==> config.mk <==
export PLATFORM = sky130hd
export DESIGN_NAME = raw_frame_record_packer
export DESIGN_NICKNAME = d
export VERILOG_FILES = /design/src/record_packer_pkg.sv /design/src/byte_stream_if.sv /design/src/raw_frame_record_packer.sv /design/src/stream_fifo.sv
export SDC_FILE = /design/constraint.sdc
export NUM_CORES = 1
export LEC_CHECK = 0
export ABC_AREA = 1
export BUFFER_PORTS_ARGS = -buffer_cell sky130_fd_sc_hd__buf_2
export CELL_PAD_IN_SITES_DETAIL_PLACEMENT = 1
export CELL_PAD_IN_SITES_GLOBAL_PLACEMENT = 1
export CORE_MARGIN = 4
export CORE_UTILIZATION = 41
export CTS_CLUSTER_SIZE = 25
export DETAILED_ROUTE_END_ITERATION = 6
export GPL_ROUTABILITY_DRIVEN = 0
export PLACE_DENSITY_LB_ADDON = 0.15
export RECOVER_POWER = 25
export SETUP_SLACK_MARGIN = 0.3
export SLEW_MARGIN = 10
export SYNTH_ARGS = -nofsm -noshare
export SYNTH_HDL_FRONTEND = slang
export SYNTH_HIERARCHICAL = 1
export SYNTH_SLANG_ARGS = --single-unit
export TNS_END_PERCENT = 50
==> constraint.sdc <==
create_clock -name ref_clk -period 2.8 [get_ports ref_clk]
set_input_delay 0.14 -clock ref_clk [delete_from_list [all_inputs] [get_ports ref_clk]]
set_output_delay 0.14 -clock ref_clk [all_outputs]
set_load 0.01 [all_outputs]
==> src/record_packer_pkg.sv <==
// constants, field layout and types for the frame record packer
//
// Operation
// - one base unit plus payload units, back to back
// - field offsets count from each record start
// - bytes 0-7 hold 64-bit 100 ns timestamp
// - timestamp absolute, counted from epoch midnight UTC
// - multi-byte fields follow host byte order
// - bytes 8-11 hold 32-bit identifier
// - CAN identifier bit 29 marks extended format
// - CAN id in bits 0-10 or 0-28
// - FlexRay slot number in low 16 bits
// - LIN identifier is unprotected id 0-63
// - unused identifier bits written as zero
// - byte 12 upper nibble is protocol code
// - type byte lower nibble is specific type
// - byte 13 flags, bit 7 marks echo
// - byte 14 info, FlexRay cycle count 0-63
// - byte 15 gives payload data byte count
package record_packer_pkg;
  // -------------------------------------------------------------
  // record layout
  // -------------------------------------------------------------
  localparam int HDR_BYTES = 16;
  localparam int UNIT_BYTES = 8;
  localparam int OFS_TS = 0;
  localparam int OFS_ID = 8;
  localparam int OFS_TYPE = 12;
  localparam int OFS_FLAGS = 13;
  localparam int OFS_INFO = 14;
  localparam int OFS_LEN = 15;
  localparam int ID_EXT_BIT = 29;
  localparam int CAN_STD_BITS = 11;
  localparam int CAN_EXT_BITS = 29;
  localparam int FR_SLOT_BITS = 16;
  localparam int LIN_ID_BITS = 6;
  localparam int FR_CYCLE_BITS = 6;
  localparam int ECHO_BIT = 7;
  localparam logic [3:0] PROTO_CAN = 4'h0;
  localparam logic [3:0] PROTO_FLEXRAY = 4'h2;
  localparam logic [3:0] PROTO_LIN = 4'h4;
  localparam logic [3:0] PROTO_SPECIAL = 4'hE;
  localparam logic [6:0] FLAGS_FR_MASK = 7'h37;
  localparam logic [6:0] FLAGS_LIN_MASK = 7'h01;
  // -------------------------------------------------------------
  // timing
  // -------------------------------------------------------------
  localparam int TS_UNIT_NS = 100;
  localparam int CLK_PERIOD_NS = 40;
  // -------------------------------------------------------------
  // register map (word index, byte address is four times it)
  // -------------------------------------------------------------
  localparam logic [2:0] REG_CTRL = 3'h0;
  localparam logic [2:0] REG_TS_LO = 3'h1;
  localparam logic [2:0] REG_TS_HI = 3'h2;
  localparam logic [2:0] REG_STATUS = 3'h3;
  localparam logic [2:0] REG_FRAMES = 3'h4;
  localparam int CTRL_EN = 0;
  localparam int CTRL_BE = 1;
  localparam int CTRL_TS_LOAD = 2;
  localparam logic [1:0] CTRL_RST = 2'h0;
  localparam int STAT_BUSY = 0;
  localparam int STAT_PB_FULL = 1;
  localparam int STAT_LVL_LSB = 8;
  localparam int FIFO_DEPTH = 16;
  localparam logic [31:0] WAIT_RST = 32'h0000_0000;

  typedef enum logic [1:0] {
    ST_IDLE = 2'b00,
    ST_HDR = 2'b01,
    ST_PAY = 2'b11
  } pk_state_t;
endpackage

==> src/byte_stream_if.sv <==
// valid/ready stream carrier between the packer and its fifo
`timescale 1ns/1ns
interface byte_stream_if #(parameter int WIDTH = 8);
  logic valid;
  logic ready;
  logic [WIDTH-1:0] data;
  modport src (output valid, output data, input ready);
  modport snk (input valid, input data, output ready);
endinterface

==> src/raw_frame_record_packer.sv <==
// packs bus frames into a continuous raw record byte stream
`timescale 1ns/1ns
module raw_frame_record_packer (
  input wire logic ref_clk,
  input wire logic rst_b,
  // avalon-mm slave, word addressed
  input wire logic [2:0] avs_address,
  input wire logic avs_read,
  input wire logic avs_write,
  input wire logic [31:0] avs_writedata,
  input wire logic [3:0] avs_byteenable,
  output logic [31:0] avs_readdata,
  output logic avs_waitrequest,
  // frame descriptor from the bus controllers
  input wire logic frm_valid,
  output logic frm_ready,
  input wire logic [3:0] frm_proto,
  input wire logic [3:0] frm_subtype,
  input wire logic frm_ext,
  input wire logic [28:0] frm_id,
  input wire logic frm_echo,
  input wire logic [6:0] frm_flags,
  input wire logic [7:0] frm_info,
  input wire logic [7:0] frm_len,
  // payload data bytes of the accepted frame
  input wire logic pl_valid,
  output logic pl_ready,
  input wire logic [7:0] pl_data,
  // record byte stream to the consumer
  output logic out_valid,
  input wire logic out_ready,
  output logic [7:0] out_data
);
  localparam int LW = $clog2(record_packer_pkg::FIFO_DEPTH + 1);
  localparam logic [7:0] ACC_STEP = 8'(record_packer_pkg::CLK_PERIOD_NS);
  localparam logic [7:0] ACC_WRAP = 8'(record_packer_pkg::TS_UNIT_NS);
  localparam logic [3:0] HDR_LAST = 4'(record_packer_pkg::HDR_BYTES - 1);
  localparam logic [8:0] UNIT_MASK = 9'(record_packer_pkg::UNIT_BYTES - 1);

  typedef struct packed {
    record_packer_pkg::pk_state_t st;
    logic [127:0] hdr;
    logic [3:0] hidx;
    logic [7:0] plen;
    logic [8:0] total;
    logic [8:0] ecnt;
    logic [8:0] acnt;
    logic [7:0] pb;
    logic pb_full;
    logic frm_ready;
    logic pl_ready;
    logic [63:0] ts;
    logic [7:0] ns_acc;
    logic [63:0] ts_stage;
    logic [1:0] ctrl;
    logic [15:0] frames;
    logic waitreq;
    logic [31:0] rdata;
    logic out_valid;
    logic [7:0] out_data;
  } top_st_t;

  top_st_t r;
  top_st_t n;
  logic [LW-1:0] fifo_level;
  logic [31:0] id_word;
  logic [7:0] flags_byte;
  logic [7:0] info_byte;
  logic [63:0] ts_field;
  logic [31:0] id_field;
  logic [7:0] emit_byte;
  logic emit_valid;
  logic pay_data;
  logic push;

  byte_stream_if #(.WIDTH(8)) fin ();
  byte_stream_if #(.WIDTH(8)) fout ();

  // -------------------------------------------------------------
  // helpers
  // -------------------------------------------------------------
  function automatic logic [63:0] swap64(input logic [63:0] v);
    logic [63:0] s;
    s = '0;
    for (int i = 0; i < 8; i++) begin
      s[8*i +: 8] = v[8*(7-i) +: 8];
    end
    return s;
  endfunction

  function automatic logic [31:0] swap32(input logic [31:0] v);
    logic [31:0] s;
    s = '0;
    for (int i = 0; i < 4; i++) begin
      s[8*i +: 8] = v[8*(3-i) +: 8];
    end
    return s;
  endfunction

  function automatic logic [31:0] merge(input logic [31:0] old, input logic [31:0] wd,
                                        input logic [3:0] be);
    logic [31:0] m;
    m = old;
    for (int i = 0; i < 4; i++) begin
      if (be[i]) begin
        m[8*i +: 8] = wd[8*i +: 8];
      end
    end
    return m;
  endfunction

  // -------------------------------------------------------------
  // field encoding of the incoming descriptor
  // -------------------------------------------------------------
  // identifier keeps only the bits its protocol owns, the rest stay zero
  always_comb begin
    id_word = '0;
    flags_byte = '0;
    info_byte = '0;
    flags_byte[record_packer_pkg::ECHO_BIT] = frm_echo;
    if (frm_proto == record_packer_pkg::PROTO_CAN) begin
      if (frm_ext) begin
        id_word[record_packer_pkg::CAN_EXT_BITS-1:0] = frm_id;
        id_word[record_packer_pkg::ID_EXT_BIT] = 1'b1;
      end else begin
        id_word[record_packer_pkg::CAN_STD_BITS-1:0] =
          frm_id[record_packer_pkg::CAN_STD_BITS-1:0];
      end
    end else if (frm_proto == record_packer_pkg::PROTO_FLEXRAY) begin
      id_word[record_packer_pkg::FR_SLOT_BITS-1:0] =
        frm_id[record_packer_pkg::FR_SLOT_BITS-1:0];
      flags_byte[6:0] = frm_flags & record_packer_pkg::FLAGS_FR_MASK;
      info_byte[record_packer_pkg::FR_CYCLE_BITS-1:0] =
        frm_info[record_packer_pkg::FR_CYCLE_BITS-1:0];
    end else if (frm_proto == record_packer_pkg::PROTO_LIN) begin
      id_word[record_packer_pkg::LIN_ID_BITS-1:0] =
        frm_id[record_packer_pkg::LIN_ID_BITS-1:0];
      flags_byte[6:0] = frm_flags & record_packer_pkg::FLAGS_LIN_MASK;
      if (frm_flags[0]) begin
        info_byte = frm_info;
      end
    end else begin
      // special records keep the full descriptor
      id_word[record_packer_pkg::CAN_EXT_BITS-1:0] = frm_id;
      flags_byte[6:0] = frm_flags;
      info_byte = frm_info;
    end
  end

  // host byte order chosen by software for both wide fields
  assign ts_field = r.ctrl[record_packer_pkg::CTRL_BE] ? swap64(r.ts) : r.ts;
  assign id_field = r.ctrl[record_packer_pkg::CTRL_BE] ? swap32(id_word) : id_word;

  // -------------------------------------------------------------
  // byte emitter
  // -------------------------------------------------------------
  // header bytes walk upward from the record start; payload pads with zero
  always_comb begin
    pay_data = (r.ecnt < {1'b0, r.plen});
    emit_byte = '0;
    emit_valid = 1'b0;
    if (r.st == record_packer_pkg::ST_HDR) begin
      emit_byte = r.hdr[{r.hidx, 3'b000} +: 8];
      emit_valid = 1'b1;
    end else if (r.st == record_packer_pkg::ST_PAY) begin
      emit_byte = pay_data ? r.pb : 8'h00;
      emit_valid = pay_data ? r.pb_full : 1'b1;
    end
  end

  assign fin.valid = emit_valid;
  assign fin.data = emit_byte;
  assign push = emit_valid && fin.ready;
  assign fout.ready = !r.out_valid || out_ready;

  stream_fifo #(
    .WIDTH(8),
    .DEPTH(record_packer_pkg::FIFO_DEPTH)
  ) u_fifo (
    .ref_clk(ref_clk),
    .rst_b(rst_b),
    .fill(fin),
    .drain(fout),
    .level(fifo_level)
  );

  // -------------------------------------------------------------
  // next state
  // -------------------------------------------------------------
  always_comb begin
    n = r;
    // fractional tick: 100 ns is two and a half clocks, so carry the remainder
    if (r.ns_acc + ACC_STEP >= ACC_WRAP) begin
      n.ns_acc = r.ns_acc + ACC_STEP - ACC_WRAP;
      n.ts = r.ts + 64'h1;
    end else begin
      n.ns_acc = r.ns_acc + ACC_STEP;
    end

    // register slave: one wait cycle, then answer with waitrequest low
    n.waitreq = !((avs_read || avs_write) && r.waitreq);
    if (avs_read && r.waitreq) begin
      if (avs_address == record_packer_pkg::REG_CTRL) begin
        n.rdata = {30'h0, r.ctrl};
      end else if (avs_address == record_packer_pkg::REG_TS_LO) begin
        n.rdata = r.ts[31:0];
      end else if (avs_address == record_packer_pkg::REG_TS_HI) begin
        n.rdata = r.ts[63:32];
      end else if (avs_address == record_packer_pkg::REG_STATUS) begin
        n.rdata = '0;
        n.rdata[record_packer_pkg::STAT_BUSY] = (r.st != record_packer_pkg::ST_IDLE);
        n.rdata[record_packer_pkg::STAT_PB_FULL] = r.pb_full;
        n.rdata[record_packer_pkg::STAT_LVL_LSB +: LW] = fifo_level;
      end else if (avs_address == record_packer_pkg::REG_FRAMES) begin
        n.rdata = {16'h0, r.frames};
      end else begin
        n.rdata = record_packer_pkg::WAIT_RST;
      end
    end
    if (avs_write && !r.waitreq) begin
      if (avs_address == record_packer_pkg::REG_CTRL) begin
        if (avs_byteenable[0]) begin
          n.ctrl = avs_writedata[1:0];
          // absolute time is set by software from the staged halves
          if (avs_writedata[record_packer_pkg::CTRL_TS_LOAD]) begin
            n.ts = r.ts_stage;
            n.ns_acc = '0;
          end
        end
      end else if (avs_address == record_packer_pkg::REG_TS_LO) begin
        n.ts_stage[31:0] = merge(r.ts_stage[31:0], avs_writedata, avs_byteenable);
      end else if (avs_address == record_packer_pkg::REG_TS_HI) begin
        n.ts_stage[63:32] = merge(r.ts_stage[63:32], avs_writedata, avs_byteenable);
      end else if (avs_address == record_packer_pkg::REG_FRAMES) begin
        n.frames = '0;
      end
    end

    // record sequencer
    case (r.st)
      record_packer_pkg::ST_IDLE: begin
        if (frm_valid && r.frm_ready) begin
          n.hdr = '0;
          n.hdr[8*record_packer_pkg::OFS_TS +: 64] = ts_field;
          n.hdr[8*record_packer_pkg::OFS_ID +: 32] = id_field;
          n.hdr[8*record_packer_pkg::OFS_TYPE +: 8] = {frm_proto, frm_subtype};
          n.hdr[8*record_packer_pkg::OFS_FLAGS +: 8] = flags_byte;
          n.hdr[8*record_packer_pkg::OFS_INFO +: 8] = info_byte;
          n.hdr[8*record_packer_pkg::OFS_LEN +: 8] = frm_len;
          n.plen = frm_len;
          // payload rounds up to whole units
          n.total = ({1'b0, frm_len} + UNIT_MASK) & ~UNIT_MASK;
          n.hidx = '0;
          n.ecnt = '0;
          n.acnt = '0;
          n.st = record_packer_pkg::ST_HDR;
        end
      end
      record_packer_pkg::ST_HDR: begin
        if (push) begin
          n.hidx = r.hidx + 4'h1;
          if (r.hidx == HDR_LAST) begin
            if (r.total == '0) begin
              n.st = record_packer_pkg::ST_IDLE;
              n.frames = n.frames + 16'h1;
            end else begin
              n.st = record_packer_pkg::ST_PAY;
            end
          end
        end
      end
      record_packer_pkg::ST_PAY: begin
        if (push) begin
          if (pay_data) begin
            n.pb_full = 1'b0;
          end
          n.ecnt = r.ecnt + 9'h1;
          if (r.ecnt == r.total - 9'h1) begin
            n.st = record_packer_pkg::ST_IDLE;
            n.frames = n.frames + 16'h1;
          end
        end
      end
      default: begin
        n.st = record_packer_pkg::ST_IDLE;
      end
    endcase

    // payload byte holding register, filled ahead of the emitter
    if (pl_valid && r.pl_ready) begin
      n.pb = pl_data;
      n.pb_full = 1'b1;
      n.acnt = r.acnt + 9'h1;
    end
    n.pl_ready = (n.st != record_packer_pkg::ST_IDLE) && (n.acnt < {1'b0, n.plen}) &&
                 !n.pb_full;
    n.frm_ready = n.ctrl[record_packer_pkg::CTRL_EN] && (n.st == record_packer_pkg::ST_IDLE);

    // registered output stage so the consumer sees flop outputs
    if (fout.valid && fout.ready) begin
      n.out_valid = 1'b1;
      n.out_data = fout.data;
    end else if (out_ready) begin
      n.out_valid = 1'b0;
    end
  end

  // -------------------------------------------------------------
  // state register
  // -------------------------------------------------------------
  always_ff @(posedge ref_clk) begin
    if (!rst_b) begin
      r <= '0;
      r.st <= record_packer_pkg::ST_IDLE;
      r.ctrl <= record_packer_pkg::CTRL_RST;
      r.waitreq <= 1'b1;
    end else begin
      r <= n;
    end
  end

  assign avs_readdata = r.rdata;
  assign avs_waitrequest = r.waitreq;
  assign frm_ready = r.frm_ready;
  assign pl_ready = r.pl_ready;
  assign out_valid = r.out_valid;
  assign out_data = r.out_data;
endmodule

==> src/stream_fifo.sv <==
// flip-flop fifo with valid/ready on both sides
`timescale 1ns/1ns
module stream_fifo #(
  parameter int WIDTH = 8,
  parameter int DEPTH = 16
) (
  input wire logic ref_clk,
  input wire logic rst_b,
  byte_stream_if.snk fill,
  byte_stream_if.src drain,
  output logic [$clog2(DEPTH+1)-1:0] level
);
  localparam int AW = $clog2(DEPTH);
  localparam int CW = $clog2(DEPTH+1);

  if (DEPTH < 2 || (1 << AW) != DEPTH) begin : g_bad_depth
    $error("stream_fifo depth must be a power of two, at least 2");
  end

  typedef struct packed {
    logic [DEPTH-1:0][WIDTH-1:0] mem;
    logic [AW-1:0] wp;
    logic [AW-1:0] rp;
    logic [CW-1:0] cnt;
  } fifo_st_t;

  fifo_st_t r;
  fifo_st_t n;
  logic push;
  logic pop;

  // honest flags straight from the occupancy count
  assign fill.ready = (r.cnt != CW'(DEPTH));
  assign drain.valid = (r.cnt != '0);
  assign drain.data = r.mem[r.rp];
  assign level = r.cnt;
  assign push = fill.valid && fill.ready;
  assign pop = drain.valid && drain.ready;

  // pointer and count update
  always_comb begin
    n = r;
    if (push) begin
      n.mem[r.wp] = fill.data;
      n.wp = r.wp + AW'(1);
    end
    if (pop) begin
      n.rp = r.rp + AW'(1);
    end
    if (push && !pop) begin
      n.cnt = r.cnt + CW'(1);
    end else if (pop && !push) begin
      n.cnt = r.cnt - CW'(1);
    end
  end

  // storage is not reset, only the pointers and the count
  always_ff @(posedge ref_clk) begin
    if (!rst_b) begin
      r.wp <= '0;
      r.rp <= '0;
      r.cnt <= '0;
      r.mem <= n.mem;
    end else begin
      r <= n;
    end
  end
endmodule
* After elaboration in Yosys (flattened, before gate mapping) *
Cells that the tools add are included.

operators by class
  $add $sub $neg = 13
  $lt $le $gt $ge = 6
  equal/unequal tests = 14
  shift operators = 1
  mux-type cells = 84
  bitwise logic cells = 2
  reductions and logical operators = 45

operators by type and width
  operator               count
  $mux 32                7
  $mux 72                3
  $mux 16                12
  $mux 64                3
  $mux 169               1
  $mux 154               1
  $mux 8                 17
  $mux 132               1
  $bwmux 128             1
  $shiftx 128x8->8       1
  $add 64x1->64 const B  1
  $bmux 8 s4             1
  $demux 8 s4            1
  $pmux 16 s2            1
  $mux 29                1
  $mux 23                1
  $mux 7                 3
  $reduce_and 5->1       4
  $mux 19                1
  $add 9x1->9 const B    2
  $lt 9x8->1             2
  $mux 18                1
  $mux 9                 2
  $pmux 9 s2             1
  45 further kinds       96

word-level totals
  register bits after elaboration = 514
  bits of input ports = 116
  output and inout port bits = 44
  word-level logic and storage cells = 212

* Depth between registers and ports, before layout *
  depth in word-level cells = 12
  depth in mapped cells = 22
  gate-level depth less buffers = 22

* Modules after synthesis *
Netlist, hierarchy kept.

by module, submodules not included
  module                   times used  cells an instance  area each (um^2)  sequential area each (um^2)
  raw_frame_record_packer  1           2933               20309.5           7427.1
  stream_fifo              1           592                6112.1            4103.9

* Worst setup path after synthesis *
No wires, ideal clock.

  path kind = register to register
  start point = register, netlist name r[220]
  end point = register u_fifo.r, in the netlist u_fifo/level[3]
  setup time = 109 ps
  data arrival time = 2533 ps
  required time = 2691 ps
  setup slack = 158 ps
  stages on the path, launching flop included = 20
  buffers on the path = 0
  period minus slack after synthesis = 2642 ps
  cells stage by stage = dfxtp_1 > ha_1 > nand2_1 > inv_1 > nand2_1 > nand2_1 > nand2_1 > nand4_1 > nand2_1 > nand2_2 > nand2_1 > inv_2 > ha_1 > inv_1 > ha_1 > or2_2 > nand3b_1 > nand3_1 > nand2_1 > inv_1

RTL lines
  element               RTL line           RTL
  end signal, assigned  stream_fifo.sv:65  r <= n;
  end, declared         stream_fifo.sv:27  fifo_st_t r;

==> impl_metrics.csv <==
group,metric,value,unit
placement,dp_hpwl,73600,um
critical_path,r2r_end,"pl_ready",
critical_path,r2r-start,"r[375]",
critical_path,r2r_setup_slack,0.18,ns
critical_path,cp-start-kind,"flip-flop",
sta,skew,0.0270,ns
synthesis,synth-edff-count,128,
routing,wl_per_cell,22.3,um
layout,area_growth,19.0,%
layout,drive_above_1_share,0.143,
sta,setup_viol,0,
synthesis,async_reset_ff_frac,0,
critical_path,arrival,3.20,ns
hold_path,min_to,"r[88]",
layout,final_cell_mix,"nand2_1 (775), nor2_1 (444), dfxtp_1 (366)",
sta,holdWs,0.0257,ns
critical_path,worstPathRequired,3.38,ns
routing,via_per_inst,5.57,
power,pwr_density_cell,629,mW/mm^2
routing,drtAntennaViolNets,0,
floorplan,rows,92,
layout,num-fill-cells,7789,
critical_path,slowest_delay,0.61,ns
critical_path,critPathBufInv,2,
synthesis,avgSynthCellArea,7.50,um^2
layout,final_common_cell,"nand2_1",
placement,placed_area,0.0279,mm^2
cts,htree_num_levels,2,
placement,portBuffers,159,
critical_path,crit_path_cell_trace,"nor2_4 -> nand3_4 -> inv_2 -> clkbuf_1 -> nand2_1 -> o21a_1 -> ha_1 -> a21oi_1 -> nand2_1 -> nand2_1 -> nand4_1 -> nor2_1",
synthesis,synth_cells,3525,
floorplan,io_pins,160,
synthesis,syn_area,0.0264,mm^2
routing,drt-pass1-iter-count,5,
power,leakage,12.4,nW
critical_path,critPathKind,"flip-flop to flip-flop",
layout,design_area,0.0314,mm^2
critical_path,cp_slowest_cell,"clkbuf_1",
floorplan,die_x,262,um
power,worst_ir_drop_vdd,0.000505,V
sta,clock.fmax,381,MHz
cts,clock_path_buffers,3,
grt,antenna_found_initial,5,
grt,grt_pass1_wl,158000,um
critical_path,crit_family,"simple AND/OR/NAND/NOR gates",
sta,fin_setup_tns,0,ns
synthesis,synth_flop_cell,"dfxtp_1",
sta,period_needed,2.62,ns
power,power.total,19.8,mW
synthesis,yosysUniqueCellTypes,65,
hold_path,whs_path_depth,5,
sta,slew_violations,33,
grt,grt_start_max_net_pins,112,
cts,cts_tree,"done",
synthesis,ys_ff_latch,512,
grt,gr-total-overflow,0,
routing,drtIter0Drc,1767,
routing,route.detailed.drc,0,
hold_path,worstHoldStart,"avs_byteenable[3]",
critical_path,crit_top_cell,"nand2_1",
cts,numCtsBuffers,59,
sta,hold_viol,0,
layout,fin_nets,3902,
cts,cts.sinks,512,
synthesis,ys_seq_area_frac,0.436,
floorplan,die-area,0.0686,mm^2
critical_path,crit_fanout,10,
sta,finalCritPeriodShare,0.937,
sta,rsz0062_at_grt,"yes",
cts,clk_latency,0.64,ns
grt,grt_usage,0.295,
sta,tightestPinTransition,1.75,ns
run_status,outcome,"finished, violations left",
critical_path,rr_worst_depth,12,
synthesis,synth-warning-count,6,
floorplan,start_util,0.417,
sta,slew_headroom,-0.166,
floorplan,placeableCoreArea,0.0634,mm^2
routing,vias,25900,
critical_path,end_kind,"flip-flop",
routing,drt-total-wl,104000,um
layout,multi_input_area,0.0124,mm^2
hold_path,worstHoldPathType,"input pin to flip-flop",
cts,cts-root-buf,"clkbuf_16",
floorplan,fp.dieH,262,um
layout,seq_area,0.0116,mm^2
cts,clk_pin_slew_worst_paths,0.06,ns
grt,grt_pass1_vias,26800,
run_status,violations,"max-capacitance violations, max-slew violations",
synthesis,syn_nets,3676,
flow_run,drv_cap,1,
cells in the mapped netlist, drive strengths merged, types with 34 or more instances:
master  instances  area [um^2]
clkbuf         91          343
o211ai         63          578
a31oi          60          375
nor2          488         2020
o22ai          51          319
ha             34          425
a21oi         174          875
dfxtp         384         7690
buf           129          867
inv           384         1440
o21ai         283         1420
nand2         799         3050
edfxtp        128         3840
nand3         160          826
nand4          45          315
nor3           60          415
xor2           61          534
routing by layer:
metal | part of all wire | GRT usage
met5 | 0 | 0
met4 | 0.052 | 0.138
met3 | 0.055 | 0.0436
met2 | 0.48 | 0.501
met1 | 0.42 | 0.371
through the flow:
| stage | cells | setup WS [ns] | utilization |
|---|---|---|---|
| after floorplan | 3525 | 0.280 | - |
| after CTS | 4633 | 0.283 | 0.493 |
| final | 4651 | 0.177 | 0.496 |
| after global placement | 4405 | 0.115 | 0.441 |
| after global routing | 4650 | 0.0583 | 0.496 |
| after detailed placement | 4405 | 0.0593 | 0.441 |
cells by family (layout without fill, tap and decap cells):
family / count (synthesis) / in the layout / synth area share
AND/OR/NAND/NOR: 1576 / 1576 / 0.258
AO/OA/AOI/OAI: 725 / 725 / 0.165
buffers and inverters: 611 / 887 / 0.101
flip-flops: 512 / 512 / 0.436
XOR/XNOR: 64 / 64 / 0.0215
adder cells (fa/ha/maj): 35 / 35 / 0.0169
multiplexers: 2 / 2 / 0.000758
other: 0 / 4 / 0
worst max-delay path by stage:
stage | start | endpoint | slack (ns) | cells after the start
floorplan | r[241] | u_fifo/level[4] | 0.28 | 18
global placement | r[218] | u_fifo/level[4] | 0.11 | 19
detailed placement | r[218] | u_fifo/level[4] | 0.06 | 19
CTS | r[241] | u_fifo/level[4] | 0.28 | 19
global route | pl_ready | pl_ready | 0.06 | 15
finish | r[375] | pl_ready | 0.18 | 12
repair_timing:
action                                  4_1_cts  5_1_grt
gates resized for setup                      25       56
pin swaps                                     8       23
hold endpoints to repair                    160        0
buffers inserted                              8       14
hold buffers                                109        0
endpoints found under the setup margin       13      155
sequential cells by signal (all words and copies together), names as in the netlist:
name             cells
u_fifo/r           136
pl_ready             1
frm_ready            1
r                  327
u_fifo/level         5
out_valid            1
avs_waitrequest      1
out_data             8
avs_readdata        32
layout make-up:
type                       instances  share of cell area
clock buffer                      75              0.0514
inverter                         391              0.0472
antenna                            4            0.000318
clock inverter                    36              0.0135
multi-input combinational       2402               0.396
tap                              846              0.0337
sequential                       512               0.368
timing repair buffer             385              0.0902
report_power, final:
group | total, mW | switching (mW) | internal, mW
clock network | 8.21 | 3.39 | 4.82
registers | 7.92 | 0.196 | 7.72
logic | 3.64 | 2.54 | 1.10
total | 19.8 | 6.12 | 13.6
tightest hold or removal path, cell delays in order:
cell	delay [ns]
buf_2	0.10
inv_1	0.08
nor2_1	0.08
o21ai_0	0.15
nor2_1	0.05
Power figures use the tool's default switching activity.
